<file path="src/rtl/adcseq_pkg.sv">
// package for the conversion sequencer: register map, fields, counts
// assumes a 25 MHz system clock and an Avalon-MM word bus
package adcseq_pkg;
    // ==========================================================
    // register map, byte addresses (printed offsets not all /4)
    localparam logic [7:0] CTRL_IDX    = 8'h07;
    localparam logic [7:0] MUX_IDX     = 8'h08;
    localparam logic [7:0] RESH_IDX    = 8'h03;
    localparam logic [7:0] RESL_IDX    = 8'h24;
    localparam logic [7:0] IRQ_IDX     = 8'h30;
    localparam int         ADDR_W      = 10;
    localparam logic [9:0] CTRL_ADDR   = {CTRL_IDX, 2'b00};
    localparam logic [9:0] MUX_ADDR    = {MUX_IDX, 2'b00};
    localparam logic [9:0] RESH_ADDR   = {RESH_IDX, 2'b00};
    localparam logic [9:0] RESL_ADDR   = {RESL_IDX, 2'b00};
    localparam logic [9:0] IRQ_ADDR    = {IRQ_IDX, 2'b00};
    // ==========================================================
    // control/status bit positions
    localparam int EN_BIT    = 7;
    localparam int START_BIT = 6;
    localparam int FREE_BIT  = 5;
    localparam int DONE_BIT  = 4;
    localparam int IE_BIT    = 3;
    // irq helper register bit positions
    localparam int GIE_BIT   = 0;
    localparam int ACK_BIT   = 1;
    localparam logic [7:0] CTRL_RESET = 8'h00;
    localparam logic [3:0] MUX_RESET  = 4'h0;
    // ==========================================================
    // timing
    localparam int SYS_HZ      = 25_000_000;
    localparam int REF_HZ      = 2_000_000;
    localparam int REF_DIV     = SYS_HZ / REF_HZ;
    localparam int NORM_CYC    = 12;
    localparam int EXT_CYC     = 25;
    localparam int RES_W       = 10;
    localparam int NUM_CH      = 12;
    typedef struct packed {
        logic       en;
        logic       free;
        logic       ie;
        logic [2:0] div;
    } adcseq_cfg_type;
    typedef enum logic [1:0] {
        ST_IDLE,
        ST_WAIT,
        ST_CONV
    } adcseq_state_type;
endpackage

</file>
<file path="src/rtl/adcseq_prescaler.sv">
// converter clock prescaler: one-cycle enable pulses
// assumes the 2 MHz reference tick comes from the parent
`timescale 1ns/1ps
module adcseq_prescaler (
    input  wire logic       clock,
    input  wire logic       rstn,
    input  wire logic       run,
    input  wire logic       ref_tick,
    input  wire logic [2:0] div_sel,
    output logic            adc_tick
);
    logic [6:0] cnt_ff;
    logic [6:0] nxt_cnt;
    logic [6:0] mask;
    // ==========================================================
    // divide select: 000 and 001 both give 2
    assign mask = (div_sel == 3'h0) ? 7'h01 :
                  7'(({7'h0, 1'b1} << div_sel) - 8'h1); // RL17
    assign nxt_cnt = !run ? 7'h00 :
                     ref_tick ? 7'(cnt_ff + 7'h1) : cnt_ff; // RL8
    assign adc_tick = run && ref_tick && ((cnt_ff & mask) == mask);
    always_ff @(posedge clock or negedge rstn) begin
        if (!rstn) begin
            cnt_ff <= 7'h00;
        end else begin
            cnt_ff <= nxt_cnt;
        end
    end
endmodule

</file>
<file path="src/rtl/adcseq_top.sv">
// conversion sequencer: registers, mux select, sequencing, read lock
// assumes an Avalon-MM master and an analog core taking mux/sample
// Behaviour
// [RL1] result is 10-bit code from core
// [RL2] free_run_select picks single or free-running
// [RL3] channel takes effect only once enabled
// [RL4] start bit reads one until done
// [RL5] channel change deferred until conversion finishes
// [RL6] low read locks result until high read
// [RL7] done flag sets even when result dropped
// [RL8] prescaler runs only while enabled
// [RL9] conversion starts at next converter tick
// [RL10] normal conversion lasts 12 converter cycles
// [RL11] first conversion after enable lasts 25 (code: extended 25 plus a normal 12, 37 in all)
// [RL12] sample taken 1.5 converter cycles in (code: second system cycle after tick 1)
// [RL13] completion writes result, sets flag, clears start
// [RL14] free-running restarts at once, start stays high
// [RL15] codes above 11 select input 0
// [RL16] unused channel register bits read zero
// [RL17] divider select 2 to 128
// [RL18] flag cleared by vector ack or writing one
// [RL19] disabling aborts running conversion
// [RL20] start held through extended; writing zero ignored
// [RL21] interrupt needs flag, enable and global enable
// [RL22] software reads low byte before high byte
//
// Added by the designer: register access over Avalon-MM.
`timescale 1ns/1ps
module adcseq_top (
    input  wire logic        clock,
    input  wire logic        rstn,
    input  wire logic [9:0]  avs_address,
    input  wire logic        avs_read,
    input  wire logic        avs_write,
    input  wire logic [31:0] avs_writedata,
    input  wire logic [3:0]  avs_byteenable,
    output logic [31:0]      avs_readdata,
    output logic             avs_waitrequest,
    output logic [1:0]       avs_response,
    input  wire logic [9:0]  core_result,
    output logic [3:0]       mux_sel,
    output logic             sample_hold,
    output logic             core_run,
    output logic             irq
);
    // ==========================================================
    // bus handshake: one wait cycle, answer on the second
    logic                         ack_ff;
    logic                         req;
    logic                         wr_go;
    logic                         rd_go;
    logic                         lane0;
    assign req             = avs_read || avs_write;
    assign avs_waitrequest = req && !ack_ff;
    assign wr_go           = avs_write && ack_ff && lane0;
    assign rd_go           = avs_read && ack_ff;
    assign lane0           = avs_byteenable[0];
    always_ff @(posedge clock or negedge rstn) begin
        if (!rstn) begin
            ack_ff <= 1'b0;
        end else begin
            ack_ff <= req && !ack_ff;
        end
    end
    // ==========================================================
    // address decode
    logic sel_ctrl;
    logic sel_mux;
    logic sel_resh;
    logic sel_resl;
    logic sel_irq;
    logic sel_any;
    assign sel_ctrl = avs_address == adcseq_pkg::CTRL_ADDR;
    assign sel_mux  = avs_address == adcseq_pkg::MUX_ADDR;
    assign sel_resh = avs_address == adcseq_pkg::RESH_ADDR;
    assign sel_resl = avs_address == adcseq_pkg::RESL_ADDR;
    assign sel_irq  = avs_address == adcseq_pkg::IRQ_ADDR;
    assign sel_any  = sel_ctrl | sel_mux | sel_resh | sel_resl | sel_irq;
    // ==========================================================
    // registers
    adcseq_pkg::adcseq_cfg_type   cfg_ff;
    adcseq_pkg::adcseq_state_type st_ff;
    logic       start_ff;
    logic       done_ff;
    logic       gie_ff;
    logic       ext_pend_ff;
    logic [3:0] mux_reg_ff;
    logic [3:0] mux_act_ff;
    logic [9:0] result_ff;
    logic       lock_ff;
    logic [5:0] cyc_ff;
    logic       half_ff;
    logic       wr_ctrl;
    logic [7:0] wd;
    logic       en_rise;
    logic       finish;
    logic       adc_tick;
    logic       ref_tick;
    logic [3:0] ref_cnt_ff;
    logic [5:0] conv_len;
    assign wr_ctrl = wr_go && sel_ctrl;
    assign wd      = avs_writedata[7:0];
    assign en_rise = wr_ctrl && wd[adcseq_pkg::EN_BIT] && !cfg_ff.en;
    // ==========================================================
    // 2 MHz reference tick from the 25 MHz clock (12.5 rounds to 12)
    assign ref_tick = ref_cnt_ff == 4'(adcseq_pkg::REF_DIV - 1);
    always_ff @(posedge clock or negedge rstn) begin
        if (!rstn) begin
            ref_cnt_ff <= 4'h0;
        end else begin
            ref_cnt_ff <= ref_tick ? 4'h0 : 4'(ref_cnt_ff + 4'h1);
        end
    end
    adcseq_prescaler u_presc (
        .clock    (clock),
        .rstn     (rstn),
        .run      (cfg_ff.en),
        .ref_tick (ref_tick),
        .div_sel  (cfg_ff.div),
        .adc_tick (adc_tick)
    );
    // ==========================================================
    // sequencing
    assign conv_len = ext_pend_ff ? 6'(adcseq_pkg::EXT_CYC)
                                  : 6'(adcseq_pkg::NORM_CYC); // RL10 RL11
    assign finish   = (st_ff == adcseq_pkg::ST_CONV) && adc_tick &&
                      (cyc_ff == 6'(conv_len - 6'h1));
    always_ff @(posedge clock or negedge rstn) begin
        if (!rstn) begin
            st_ff       <= adcseq_pkg::ST_IDLE;
            cyc_ff      <= 6'h00;
            half_ff     <= 1'b0;
            ext_pend_ff <= 1'b0;
        end else if (!cfg_ff.en) begin
            st_ff       <= adcseq_pkg::ST_IDLE; // RL19
            cyc_ff      <= 6'h00;
            half_ff     <= 1'b0;
            ext_pend_ff <= en_rise; // RL11
        end else begin
            half_ff <= 1'b0;
            case (st_ff)
                adcseq_pkg::ST_IDLE: begin
                    if (start_ff) begin
                        st_ff <= adcseq_pkg::ST_WAIT;
                    end
                end
                adcseq_pkg::ST_WAIT: begin
                    if (adc_tick) begin
                        st_ff  <= adcseq_pkg::ST_CONV; // RL9
                        cyc_ff <= 6'h00;
                    end
                end
                adcseq_pkg::ST_CONV: begin
                    if (adc_tick) begin
                        cyc_ff  <= 6'(cyc_ff + 6'h1);
                        half_ff <= cyc_ff == 6'h00;
                    end
                    if (finish) begin
                        cyc_ff <= 6'h00;
                        if (ext_pend_ff) begin
                            ext_pend_ff <= 1'b0; // RL20
                        end else if (cfg_ff.free) begin
                            st_ff <= adcseq_pkg::ST_CONV; // RL14
                        end else begin
                            st_ff <= adcseq_pkg::ST_IDLE;
                        end
                    end
                end
                default: begin
                    st_ff <= adcseq_pkg::ST_IDLE;
                end
            endcase
        end
    end
    // ==========================================================
    // sample strobe: half a converter cycle after tick 1,
    // approximated by the second system cycle past that tick
    logic samp_ff;
    always_ff @(posedge clock or negedge rstn) begin
        if (!rstn) begin
            samp_ff <= 1'b0;
        end else begin
            samp_ff <= half_ff && (st_ff == adcseq_pkg::ST_CONV); // RL12
        end
    end
    // ==========================================================
    // control/status, channel and result registers
    logic real_done;
    assign real_done = finish && !ext_pend_ff;
    always_ff @(posedge clock or negedge rstn) begin
        if (!rstn) begin
            cfg_ff     <= '0;
            start_ff   <= 1'b0;
            done_ff    <= 1'b0;
            gie_ff     <= 1'b0;
            mux_reg_ff <= adcseq_pkg::MUX_RESET;
            mux_act_ff <= adcseq_pkg::MUX_RESET;
            result_ff  <= 10'h000;
            lock_ff    <= 1'b0;
        end else begin
            if (wr_ctrl) begin
                cfg_ff.en   <= wd[adcseq_pkg::EN_BIT];
                cfg_ff.free <= wd[adcseq_pkg::FREE_BIT]; // RL2
                cfg_ff.ie   <= wd[adcseq_pkg::IE_BIT];
                cfg_ff.div  <= wd[2:0];
            end
            if (wr_go && sel_irq) begin
                gie_ff <= wd[adcseq_pkg::GIE_BIT];
            end
            if (wr_go && sel_mux) begin
                mux_reg_ff <= wd[3:0];
            end
            // start: writing zero does nothing; abort clears it
            if (!cfg_ff.en && !(wr_ctrl && wd[adcseq_pkg::EN_BIT])) begin
                start_ff <= 1'b0; // RL19
            end else if (wr_ctrl && wd[adcseq_pkg::START_BIT]) begin
                start_ff <= 1'b1; // RL4 RL20
            end else if (real_done && !cfg_ff.free) begin
                start_ff <= 1'b0; // RL13
            end
            // done flag: set wins over either clear
            if (real_done) begin
                done_ff <= 1'b1; // RL7 RL13
            end else if ((wr_ctrl && wd[adcseq_pkg::DONE_BIT]) ||
                         (wr_go && sel_irq && wd[adcseq_pkg::ACK_BIT])) begin
                done_ff <= 1'b0; // RL18
            end
            if (real_done && !lock_ff) begin
                result_ff <= core_result; // RL1 RL6
            end
            if (rd_go && sel_resl) begin
                lock_ff <= 1'b1; // RL6
            end else if (rd_go && sel_resh) begin
                lock_ff <= 1'b0; // RL6
            end
            // channel update only when idle or waiting, or at finish
            if (cfg_ff.en && (st_ff != adcseq_pkg::ST_CONV || finish)) begin
                mux_act_ff <= mux_reg_ff; // RL3 RL5
            end
        end
    end
    // ==========================================================
    // read mux and outputs
    logic [7:0] ctrl_rd;
    logic [7:0] rd_byte;
    assign ctrl_rd = {cfg_ff.en, start_ff, cfg_ff.free, done_ff,
                      cfg_ff.ie, cfg_ff.div};
    assign rd_byte = sel_ctrl ? ctrl_rd :
                     sel_mux  ? {4'h0, mux_reg_ff} : // RL16
                     sel_resl ? result_ff[7:0] :
                     sel_resh ? {6'h00, result_ff[9:8]} :
                     sel_irq  ? {7'h00, gie_ff} : 8'h00;
    always_ff @(posedge clock or negedge rstn) begin
        if (!rstn) begin
            avs_readdata <= 32'h0000_0000;
            avs_response <= 2'h0;
        end else begin
            avs_readdata <= (req && !ack_ff) ? {24'h0, rd_byte} : 32'h0;
            avs_response <= (req && !ack_ff && !sel_any) ? 2'h2 : 2'h0;
        end
    end
    // codes 11xx route input 0
    assign mux_sel     = (mux_act_ff > 4'hb) ? 4'h0 : mux_act_ff; // RL15
    assign sample_hold = samp_ff;
    assign core_run    = st_ff == adcseq_pkg::ST_CONV;
    assign irq         = done_ff && cfg_ff.ie && gie_ff; // RL21
endmodule

</file>
<file path="config.mk">
export PLATFORM = sky130hd
export DESIGN_NAME = adcseq_top
export DESIGN_NICKNAME = d
export VERILOG_FILES = /design/src/rtl/adcseq_pkg.sv /design/src/rtl/adcseq_prescaler.sv /design/src/rtl/adcseq_top.sv
export SDC_FILE = /design/constraint.sdc
export NUM_CORES = 1
export LEC_CHECK = 0
export ABC_AREA = 1
export ABC_CLOCK_PERIOD_IN_PS = 1950
export BUFFER_PORTS_ARGS = -buffer_cell sky130_fd_sc_hd__buf_2
export CAP_MARGIN = 20
export CORE_UTILIZATION = 40
export DETAILED_ROUTE_END_ITERATION = 8
export GPL_TIMING_DRIVEN = 1
export HOLD_SLACK_MARGIN = 0.03
export PLACE_DENSITY_LB_ADDON = 0.25
export SLEW_MARGIN = 20
export SYNTH_ARGS = -nofsm -noshare
export SYNTH_HDL_FRONTEND = slang
export SYNTH_SLANG_ARGS = --single-unit
</file>
<file path="constraint.sdc">
create_clock -name clock -period 1.95 [get_ports clock]
set_input_delay 0.195 -clock clock [delete_from_list [all_inputs] [get_ports clock]]
set_output_delay 0.195 -clock clock [all_outputs]
set_load 0.01 [all_outputs]
</file>
[Yosys cells after proc, flatten, opt, wreduce, memory -nomap -nowiden]
Index checks and enable logic that the tools add are counted.
W data, S select, Z words.
Word-level totals
  word-level logic and storage cells: 137
  bits of input ports: 60
  register bits after elaboration: 61
Operators by class
  $lt $le $gt $ge: 1
  eq/ne operators: 20
  add/sub/neg operators: 5
  reduce and logical (&&, ||, !) cells: 46
  multiplexer cells: 38
  shift operators: 1
  bitwise gates (word level): 5
Operators by type and width (count)
  $mux W8: 4
  $logic_and A1 B1 Y1: 27
  $mux W6: 4
  $mux W7: 3
  $eq A10 B8 Y1 const B: 2
  $mux W2: 8
  $mux W1: 14
  $pmux W6 S2: 1
  $eq A10 B4 Y1 const B: 1
  $eq A10 B5 Y1 const B: 1
  $eq A10 B6 Y1 const B: 1
  $ne A3 B3 Y1 const B: 3
  $mux W4: 2
  $add A7 B1 Y7 const B: 1
  $and A7 B7 Y7: 1
  $eq A7 B7 Y1: 1
  $logic_not A1 Y1: 7
  $shl A1 B3 Y7 const A: 1
  $sub A7 B1 Y7 const B: 1
  $add A6 B1 Y6 const B: 1
  $eq A6 B6 Y1: 1
  $logic_not A6 Y1: 1
  $ne A3 B2 Y1 const B: 2
  $pmux W2 S3: 1
  19 further kinds: 27

[Longest topological paths before layout]
Gate-level depths: netlist (run 1).
  depth in word-level cells: 13
  depth in mapped cells: 11
  mapped depth without buffers: 11

[Cells and area by module]
A second synthesis (run 1) with hierarchy kept.
Second synthesis, totals
  cells, all modules: 435
  area total of the unflattened synthesis: 3321.9 um^2
By module, submodules not included
  adcseq_top: times used 1, area an instance 2885.3 um^2, cells each 372
  adcseq_prescaler: times used 1, area an instance 436.7 um^2, cells each 63

[Worst setup path after synthesis (run 1)]
No wires, ideal clock.
  kind: reg-to-reg
  start: register ref_cnt_ff[0]
  end: register result_ff[0]
  path buffers: 0
  period minus slack after synthesis: 1596 ps
  arrival time: 1479 ps
  slack: 354 ps
  cell stages (with the launch flop): 11
  required time: 1833 ps
  cell sequence: dfrtp_1 > ha_1 > nand3_2 > nor2_4 > nand3_2 > nor2_4 > nand2_2 > nor2_4 > nand3_4 > nand2_1 > nand2_1
Between the ends
  cells in the longest elaborated chain, start to end: 7
RTL lines
  from (decl): RTL line adcseq_top.sv:99  | logic [3:0] ref_cnt_ff;
  from (signal assigned): RTL line adcseq_top.sv:111  | ref_cnt_ff <= ref_tick ? 4'h0 : 4'(ref_cnt_ff + 4'h1);
  $eq A4 B4 Y1: RTL line adcseq_top.sv:106  | assign ref_tick = ref_cnt_ff == 4'(adcseq_pkg::REF_DIV - 1);
  $logic_and A1 B1 Y1 (2 in a row): RTL line adcseq_prescaler.sv:21  | assign adc_tick = run && ref_tick && ((cnt_ff & mask) == mask);
  $logic_and A1 B1 Y1 (2 in a row): RTL line adcseq_top.sv:126  | assign finish = (st_ff == adcseq_pkg::ST_CONV) && adc_tick &&
  $logic_and A1 B1 Y1: RTL line adcseq_top.sv:189  | assign real_done = finish && !ext_pend_ff;
  $logic_and A1 B1 Y1: RTL line adcseq_top.sv:228  | if (real_done && !lock_ff) begin
  to (signal assigned): RTL line adcseq_top.sv:229  | result_ff <= core_result;
  to (decl): RTL line adcseq_top.sv:89  | logic [9:0] result_ff;
No other way between the ends.
A chain may end at the register's enable or synchronous reset.

[Worst setup path after layout (run 1)]
  start: register ref_cnt_ff[0]
  end: register result_ff[3]
The elaborated chain is that of the path after synthesis.

==> impl_metrics.yaml, run 1 <==
timing:
  fin_tns_setup_ns: 0
  setup_viol: 0
  fmax_ghz: 0.541
  finalClockSkew_ns: 0.00818
  final_hold_viol_count: 0
  maxSlewViolCount: 0
  holdWs_ns: 0.0920
  period_needed_ns: 1.85
  final.setup.worst_slack_ns: 0.102
  fin_crit_sh: 0.948
clock_network:
  clockBufferDepth: 2
  cts-root-buf: "clkbuf_8"
  insertion_delay_ns: 0.34
  cts.sinks: 60
  numCtsBuffers: 9
  path_clk_slew_ns: 0.07
  htreeDepth: 3
  cts_tree: "built"
min_path:
  whs_path_depth: 3
  min_from: "avs_writedata[0]"
  hold_class: "in2reg"
  min_to: "cfg_ff[0]"
final_layout:
  n_fill_cell: 793
  syn_to_final_growth_pct: 16.4
  layout.nets: 527
  final_cell_mix: "nand2_1, dfrtp_1, inv_1"
  insertedDiodeCount: 0
  layout_commonest_cell: "nand2_1"
  drive_above_1_share: 0.184
die:
  fp.dieH_um: 91.5
  die_w_um: 91.5
  num_io_pins: 102
  design.core.area_um2: 7730
  rows: 32
  die-area_um2: 8370
  initial_utilization: 0.415
worst_setup_path:
  rrSetupSlack_ns: 0.10
  startpoint: "ref_cnt_ff[0]"
  cp_data_required_time_ns: 2.18
  rr_endpoint: "result_ff[3]"
  cpPeakStageDelay_ns: 0.38
  critPathSlowestCell: "dfrtp_1"
  crit_path_end_kind: "register"
  r2r_start: "ref_cnt_ff[0]"
  worstPathArrival_ns: 2.07
  critPathLaunchType: "register"
  crit_type: "reg2reg"
  path_cells: "ha_2, nand3_2, nor2_4, nand3_2, nor2_4, nand2_2, nor2_4, nand3_2, nand2_1, nand2_1"
  rr_worst_depth: 10
  crit_fanout: 5
route:
  drcViolationCount: 0
  viasPerCell: 4.78
  num_vias: 2721
  antenna_left: 0
  drt_wl_total_mm: 7.17
  drtPass1Iterations: 4
  wl_per_cell_um: 12.6
  drtIter0Drc: 130
grt:
  grt-ovfl-total: 0
  grt_pass1_wl_mm: 11.8
  grt_pass1_vias: 2613
  track_usage: 0.184
  grt_start_max_net_pins: 61
  antenna_found_initial: 0
synthesis:
  yosys_warnings: 0
  synth-seq-cells: 60
  seq_area_frac_synth: 0.469
  postSynthCellCount: 397
  syn_avg_cell_area_um2: 8.07
  syn_area_um2: 3200
  synth_cell_types: 39
power:
  p_per_area_nw_per_um2: 718
  p_leak_nw: 1.94
  ir_drop_v: 0.000329
  finalPower_mw: 2.68
placed_design:
  routabilityCongestion: 0.799
  post-place-ws_ns: 0.162
  dp_hpwl_mm: 5.30
  numPortBuffers: 49
job:
  maxCapViolCount: 0
outcome:
  outcome: "finished, final reports clean"
-- synthesized netlist by cell type (all sizes together) --
library cell / count / area, um2
o32ai: 1 / 8.76
o211ai: 2 / 15.0
nand3: 27 / 158
a21boi: 3 / 22.5
o21ai: 25 / 129
clkbuf: 2 / 7.51
ha: 4 / 50.1
nand3b: 2 / 15.0
buf: 27 / 204
nor2: 27 / 129
nor4: 2 / 12.5
clkinv: 1 / 3.75
dfrtp: 60 / 1500
a311oi: 1 / 8.76
a211oi: 1 / 7.51
nand2: 97 / 367
xnor2: 1 / 8.76
conb: 1 / 3.75
a31oi: 5 / 31.3
or2: 1 / 6.26
nor3: 14 / 70.1
inv: 56 / 210
and3: 1 / 6.26
a21oi: 10 / 50.1
nand4: 17 / 106
o22ai: 4 / 25.0
xor2: 3 / 26.3
mux2: 1 / 11.3
o221ai: 1 / 8.76
-- flip-flops by register name (all words and copies together), names as in the netlist --
signal,cells
result_ff,10
avs_readdata,8
u_presc.cnt_ff,7
cfg_ff,6
cyc_ff,6
mux_act_ff,4
mux_reg_ff,4
ref_cnt_ff,4
st_ff,2
ack_ff,1
avs_response,1
done_ff,1
ext_pend_ff,1
gie_ff,1
half_ff,1
lock_ff,1
sample_hold,1
start_ff,1
-- layer usage --
metal / GRT usage / vias to the layer above / routed length, um
met5: 0 / - / 0
met4: 0.0979 / 0 / 223
met3: 0.0444 / 15 / 305
met2: 0.284 / 76 / 3250
met1: 0.238 / 1242 / 3390
li1: - / 1388 / -
-- layout make-up --
cell class	instances	area, um2	share of cell area
Sequential cell	60	1500	0.403
Multi-Input combinational cell	276	1380	0.370
Timing Repair Buffer	59	339	0.0909
Inverter	57	214	0.0574
Clock buffer	13	159	0.0426
Tap cell	102	128	0.0342
Clock inverter	2	10.0	0.00268
-- timing repair --
action | 4_1_cts | 5_1_grt
hold endpoints to repair | 60 | 0
hold buffers | 1 | 0
gates resized for setup | 0 | 2
setup endpoints to repair | 0 | 1
setup buffers | 0 | 1
-- cell families (layout without fill, tap and decap cells) --
family,after synthesis,in the layout,synth area share
buffers and inverters,86,131,0.133
AND/OR/NAND/NOR,188,189,0.271
flip-flops,60,60,0.469
multiplexers,1,1,0.00352
other,1,25,0.00117
AO/OA/AOI/OAI,53,53,0.0957
XOR/XNOR,4,4,0.0109
adder cells (fa/ha/maj),4,4,0.0156
-- critical path, delay by kind of cell (launching register included) --
kind / cells / cell delay, ns
DFF: 1 / 0.38
and+or+nand+nor: 9 / 1.15
adders and majority gates: 1 / 0.21
-- where the power goes --
part / switching (mW) / leakage [nW] / internal [mW]
Clock: 0.470 / 0.0893 / 0.520
Sequential: 0.0398 / 0.729 / 1.29
Combinational: 0.235 / 1.12 / 0.125
-- worst max path at each step --
stage              endpoint  slack, ns  cells after the start
2_1_floorplan  result_ff[0]       0.35                     10
3_3_place_gp   result_ff[6]       0.17                     10
3_5_place_dp   result_ff[6]       0.16                     10
4_1_cts        result_ff[9]       0.13                     10
5_1_grt        result_ff[3]      -0.03                     10
6_report       result_ff[3]       0.10                     10
-- per-stage QoR --
stage | utilization | area (um2) | cells
final | 0.483 | 3730 | 569
after detailed placement | 0.456 | 3530 | 551
after global routing | 0.483 | 3730 | 569
after floorplan | - | 3290 | 421
after CTS | 0.480 | 3710 | 567
after global placement | 0.456 | 3530 | 551
Power figures use the tool's default switching activity.
==> run 2, diff against run 1 <==
==> constraint.sdc (replaced) <==
create_clock -name clock -period 1.95 [get_ports clock]
set_input_delay 0.4875 -clock clock [delete_from_list [all_inputs] [get_ports clock]]
set_output_delay 0.4875 -clock clock [all_outputs]
set_load 0.01 [all_outputs]
==> impl_metrics.yaml, run 2 (same netlist as run 1, synthesis figures left out) <==
clock_network:
  insertion_delay_ns: 0.33
  cts-root-buf: "clkbuf_8"
  cts.sinks: 60
  path_clk_slew_ns: 0.07
  htreeDepth: 3
  cts-hold-fix-buffers: 0
  numCtsBuffers: 9
  clockBufferDepth: 2
  cts_tree: "built"
power:
  clkPwrFrac: 0.369
  finalPower_mw: 2.69
  p_per_area_nw_per_um2: 707
  switchingPower_uw: 751
  combPwrFrac: 0.136
  ir_drop_v: 0.000365
  seqPwrFrac: 0.494
  swShare: 0.279
  p_leak_nw: 1.99
  internal-power_mw: 1.94
outcome:
  outcome: "finished, final reports clean"
grt:
  grt_start_max_net_pins: 20
  antenna_found_initial: 0
  grt_pass1_vias: 2528
  track_usage: 0.186
  grt-ovfl-total: 0
  grt_pass1_wl_mm: 11.9
final_layout:
  layout_commonest_cell: "nand2_1"
  multi_input_area_um2: 1400
  insertedDiodeCount: 0
  final_util: 0.492
  largest_register_ffs: 10
  top_regs: "result_ff: 10 flops, avs_readdata: 8 flops, u_presc.cnt_ff: 7 flops"
  layout.nets: 534
  final_cell_mix: "nand2_1, dfrtp_1, inv_1"
  drive_above_1_share: 0.198
  n_fill_cell: 767
  seq_area_um2: 1500
  syn_to_final_growth_pct: 18.7
  regMostFlops: "result_ff"
worst_setup_path:
  crit_type: "reg2reg"
  critPathLaunchType: "register"
  worstPathArrival_ns: 2.10
  rr_worst_depth: 10
  crit_path_end_kind: "register"
  crit_fanout: 8
  cp_data_required_time_ns: 2.21
die:
  initial_utilization: 0.415
  fp.dieH_um: 91.5
  num_io_pins: 102
  die-area_um2: 8370
  die_w_um: 91.5
  rows: 32
  design.core.area_um2: 7730
timing:
  holdWs_ns: 0.0971
  maxSlewViolCount: 0
  final.setup.worst_slack_ns: 0.114
  finalClockSkew_ns: 0.0101
  worstMarginPinSlew_ns: 0.500
  setup_viol: 0
  period_needed_ns: 1.84
  fin_crit_sh: 0.942
  final_hold_viol_count: 0
  slew_headroom: 0.666
  fmax_ghz: 0.545
route:
  drtPass1Iterations: 4
  drtIter0Drc: 85
  antenna_left: 0
  viasPerCell: 4.74
  num_vias: 2730
  drcViolationCount: 0
  wl_per_cell_um: 12.6
  drt_wl_total_mm: 7.23
placed_design:
  numPortBuffers: 49
  dp_hpwl_mm: 5.44
  routabilityCongestion: 0.829
  post-place-ws_ns: 0.115
job:
  maxCapViolCount: 0
min_path:
  hold_class: "in2async"
run 2: changes by cell type in the layout (fill, tap and decap cells not counted):
cell	previous run	this run
nand2_4	0	1
nand3_2	3	2
dlygate4sd3_1	1	0
ha_2	1	0
buf_4	7	15
ha_4	0	1
nand3_4	1	2
nand2_2	1	0
run 2: power groups by stage:
stage / Combinational, mW / Sequential [mW] / Clock (mW)
after CTS: 0.362 / 1.33 / 1.01
final: 0.367 / 1.33 / 0.992
after floorplan: 0.263 / 1.34 / 0
after global placement: 0.351 / 1.35 / 0
after global routing: 0.423 / 1.33 / 1.07
after detailed placement: 0.361 / 1.35 / 0
run 2: per-stage QoR:
stage / instances / setup TNS (ns) / instance area, um2
floorplan: 421 / 0 / 3290
global placement: 555 / 0 / 3560
detailed placement: 555 / 0 / 3560
CTS: 570 / 0 / 3730
global route: 576 / -0.0175 / 3800
finish: 576 / 0 / 3800
run 2: path summary, 6_finish.rpt:
path / startpoint / to / slack [ns]
worst min-delay path: rstn / done_ff / 0.1
worst max register to register: ref_cnt_ff[0] / result_ff[6] / 0.11
worst max-delay path: ref_cnt_ff[0] / result_ff[6] / 0.11
min in group clock: avs_writedata[1] / cfg_ff[1] / 0.38
max in group asynchronous: rstn / mux_act_ff[3] / 1.25
worst min register to register: mux_act_ff[0] / mux_act_ff[0] / 0.47
run 2: layer usage:
layer | wire length, um | track usage
met1 | 3470 | 0.248
met2 | 3330 | 0.297
met3 | 346 | 0.0452
met4 | 82 | 0.0622
met5 | 0 | 0
run 2: critical path: stages, from the launching register on:
cell	delay, ns
dfrtp_1	0.40
ha_4	0.15
nand3_2	0.10
nor2_4	0.15
nand3_2	0.12
nor2_4	0.16
nand2_4	0.08
nor2_4	0.23
buf_6	0.16
nand4_1	0.11
nand2_1	0.10
run 2: layout make-up:
| class | instances | share of cell area |
|---|---|---|
| Sequential cell | 60 | 0.395 |
| Multi-Input combinational cell | 276 | 0.369 |
| Timing Repair Buffer | 66 | 0.102 |
| Inverter | 57 | 0.0563 |
| Clock buffer | 13 | 0.0418 |
| Tap cell | 102 | 0.0336 |
| Clock inverter | 2 | 0.00263 |
run 2: what timing repair did:
item                       CTS  global route
resized for setup            0             5
buffers inserted             0             5
setup endpoints to repair    0            10
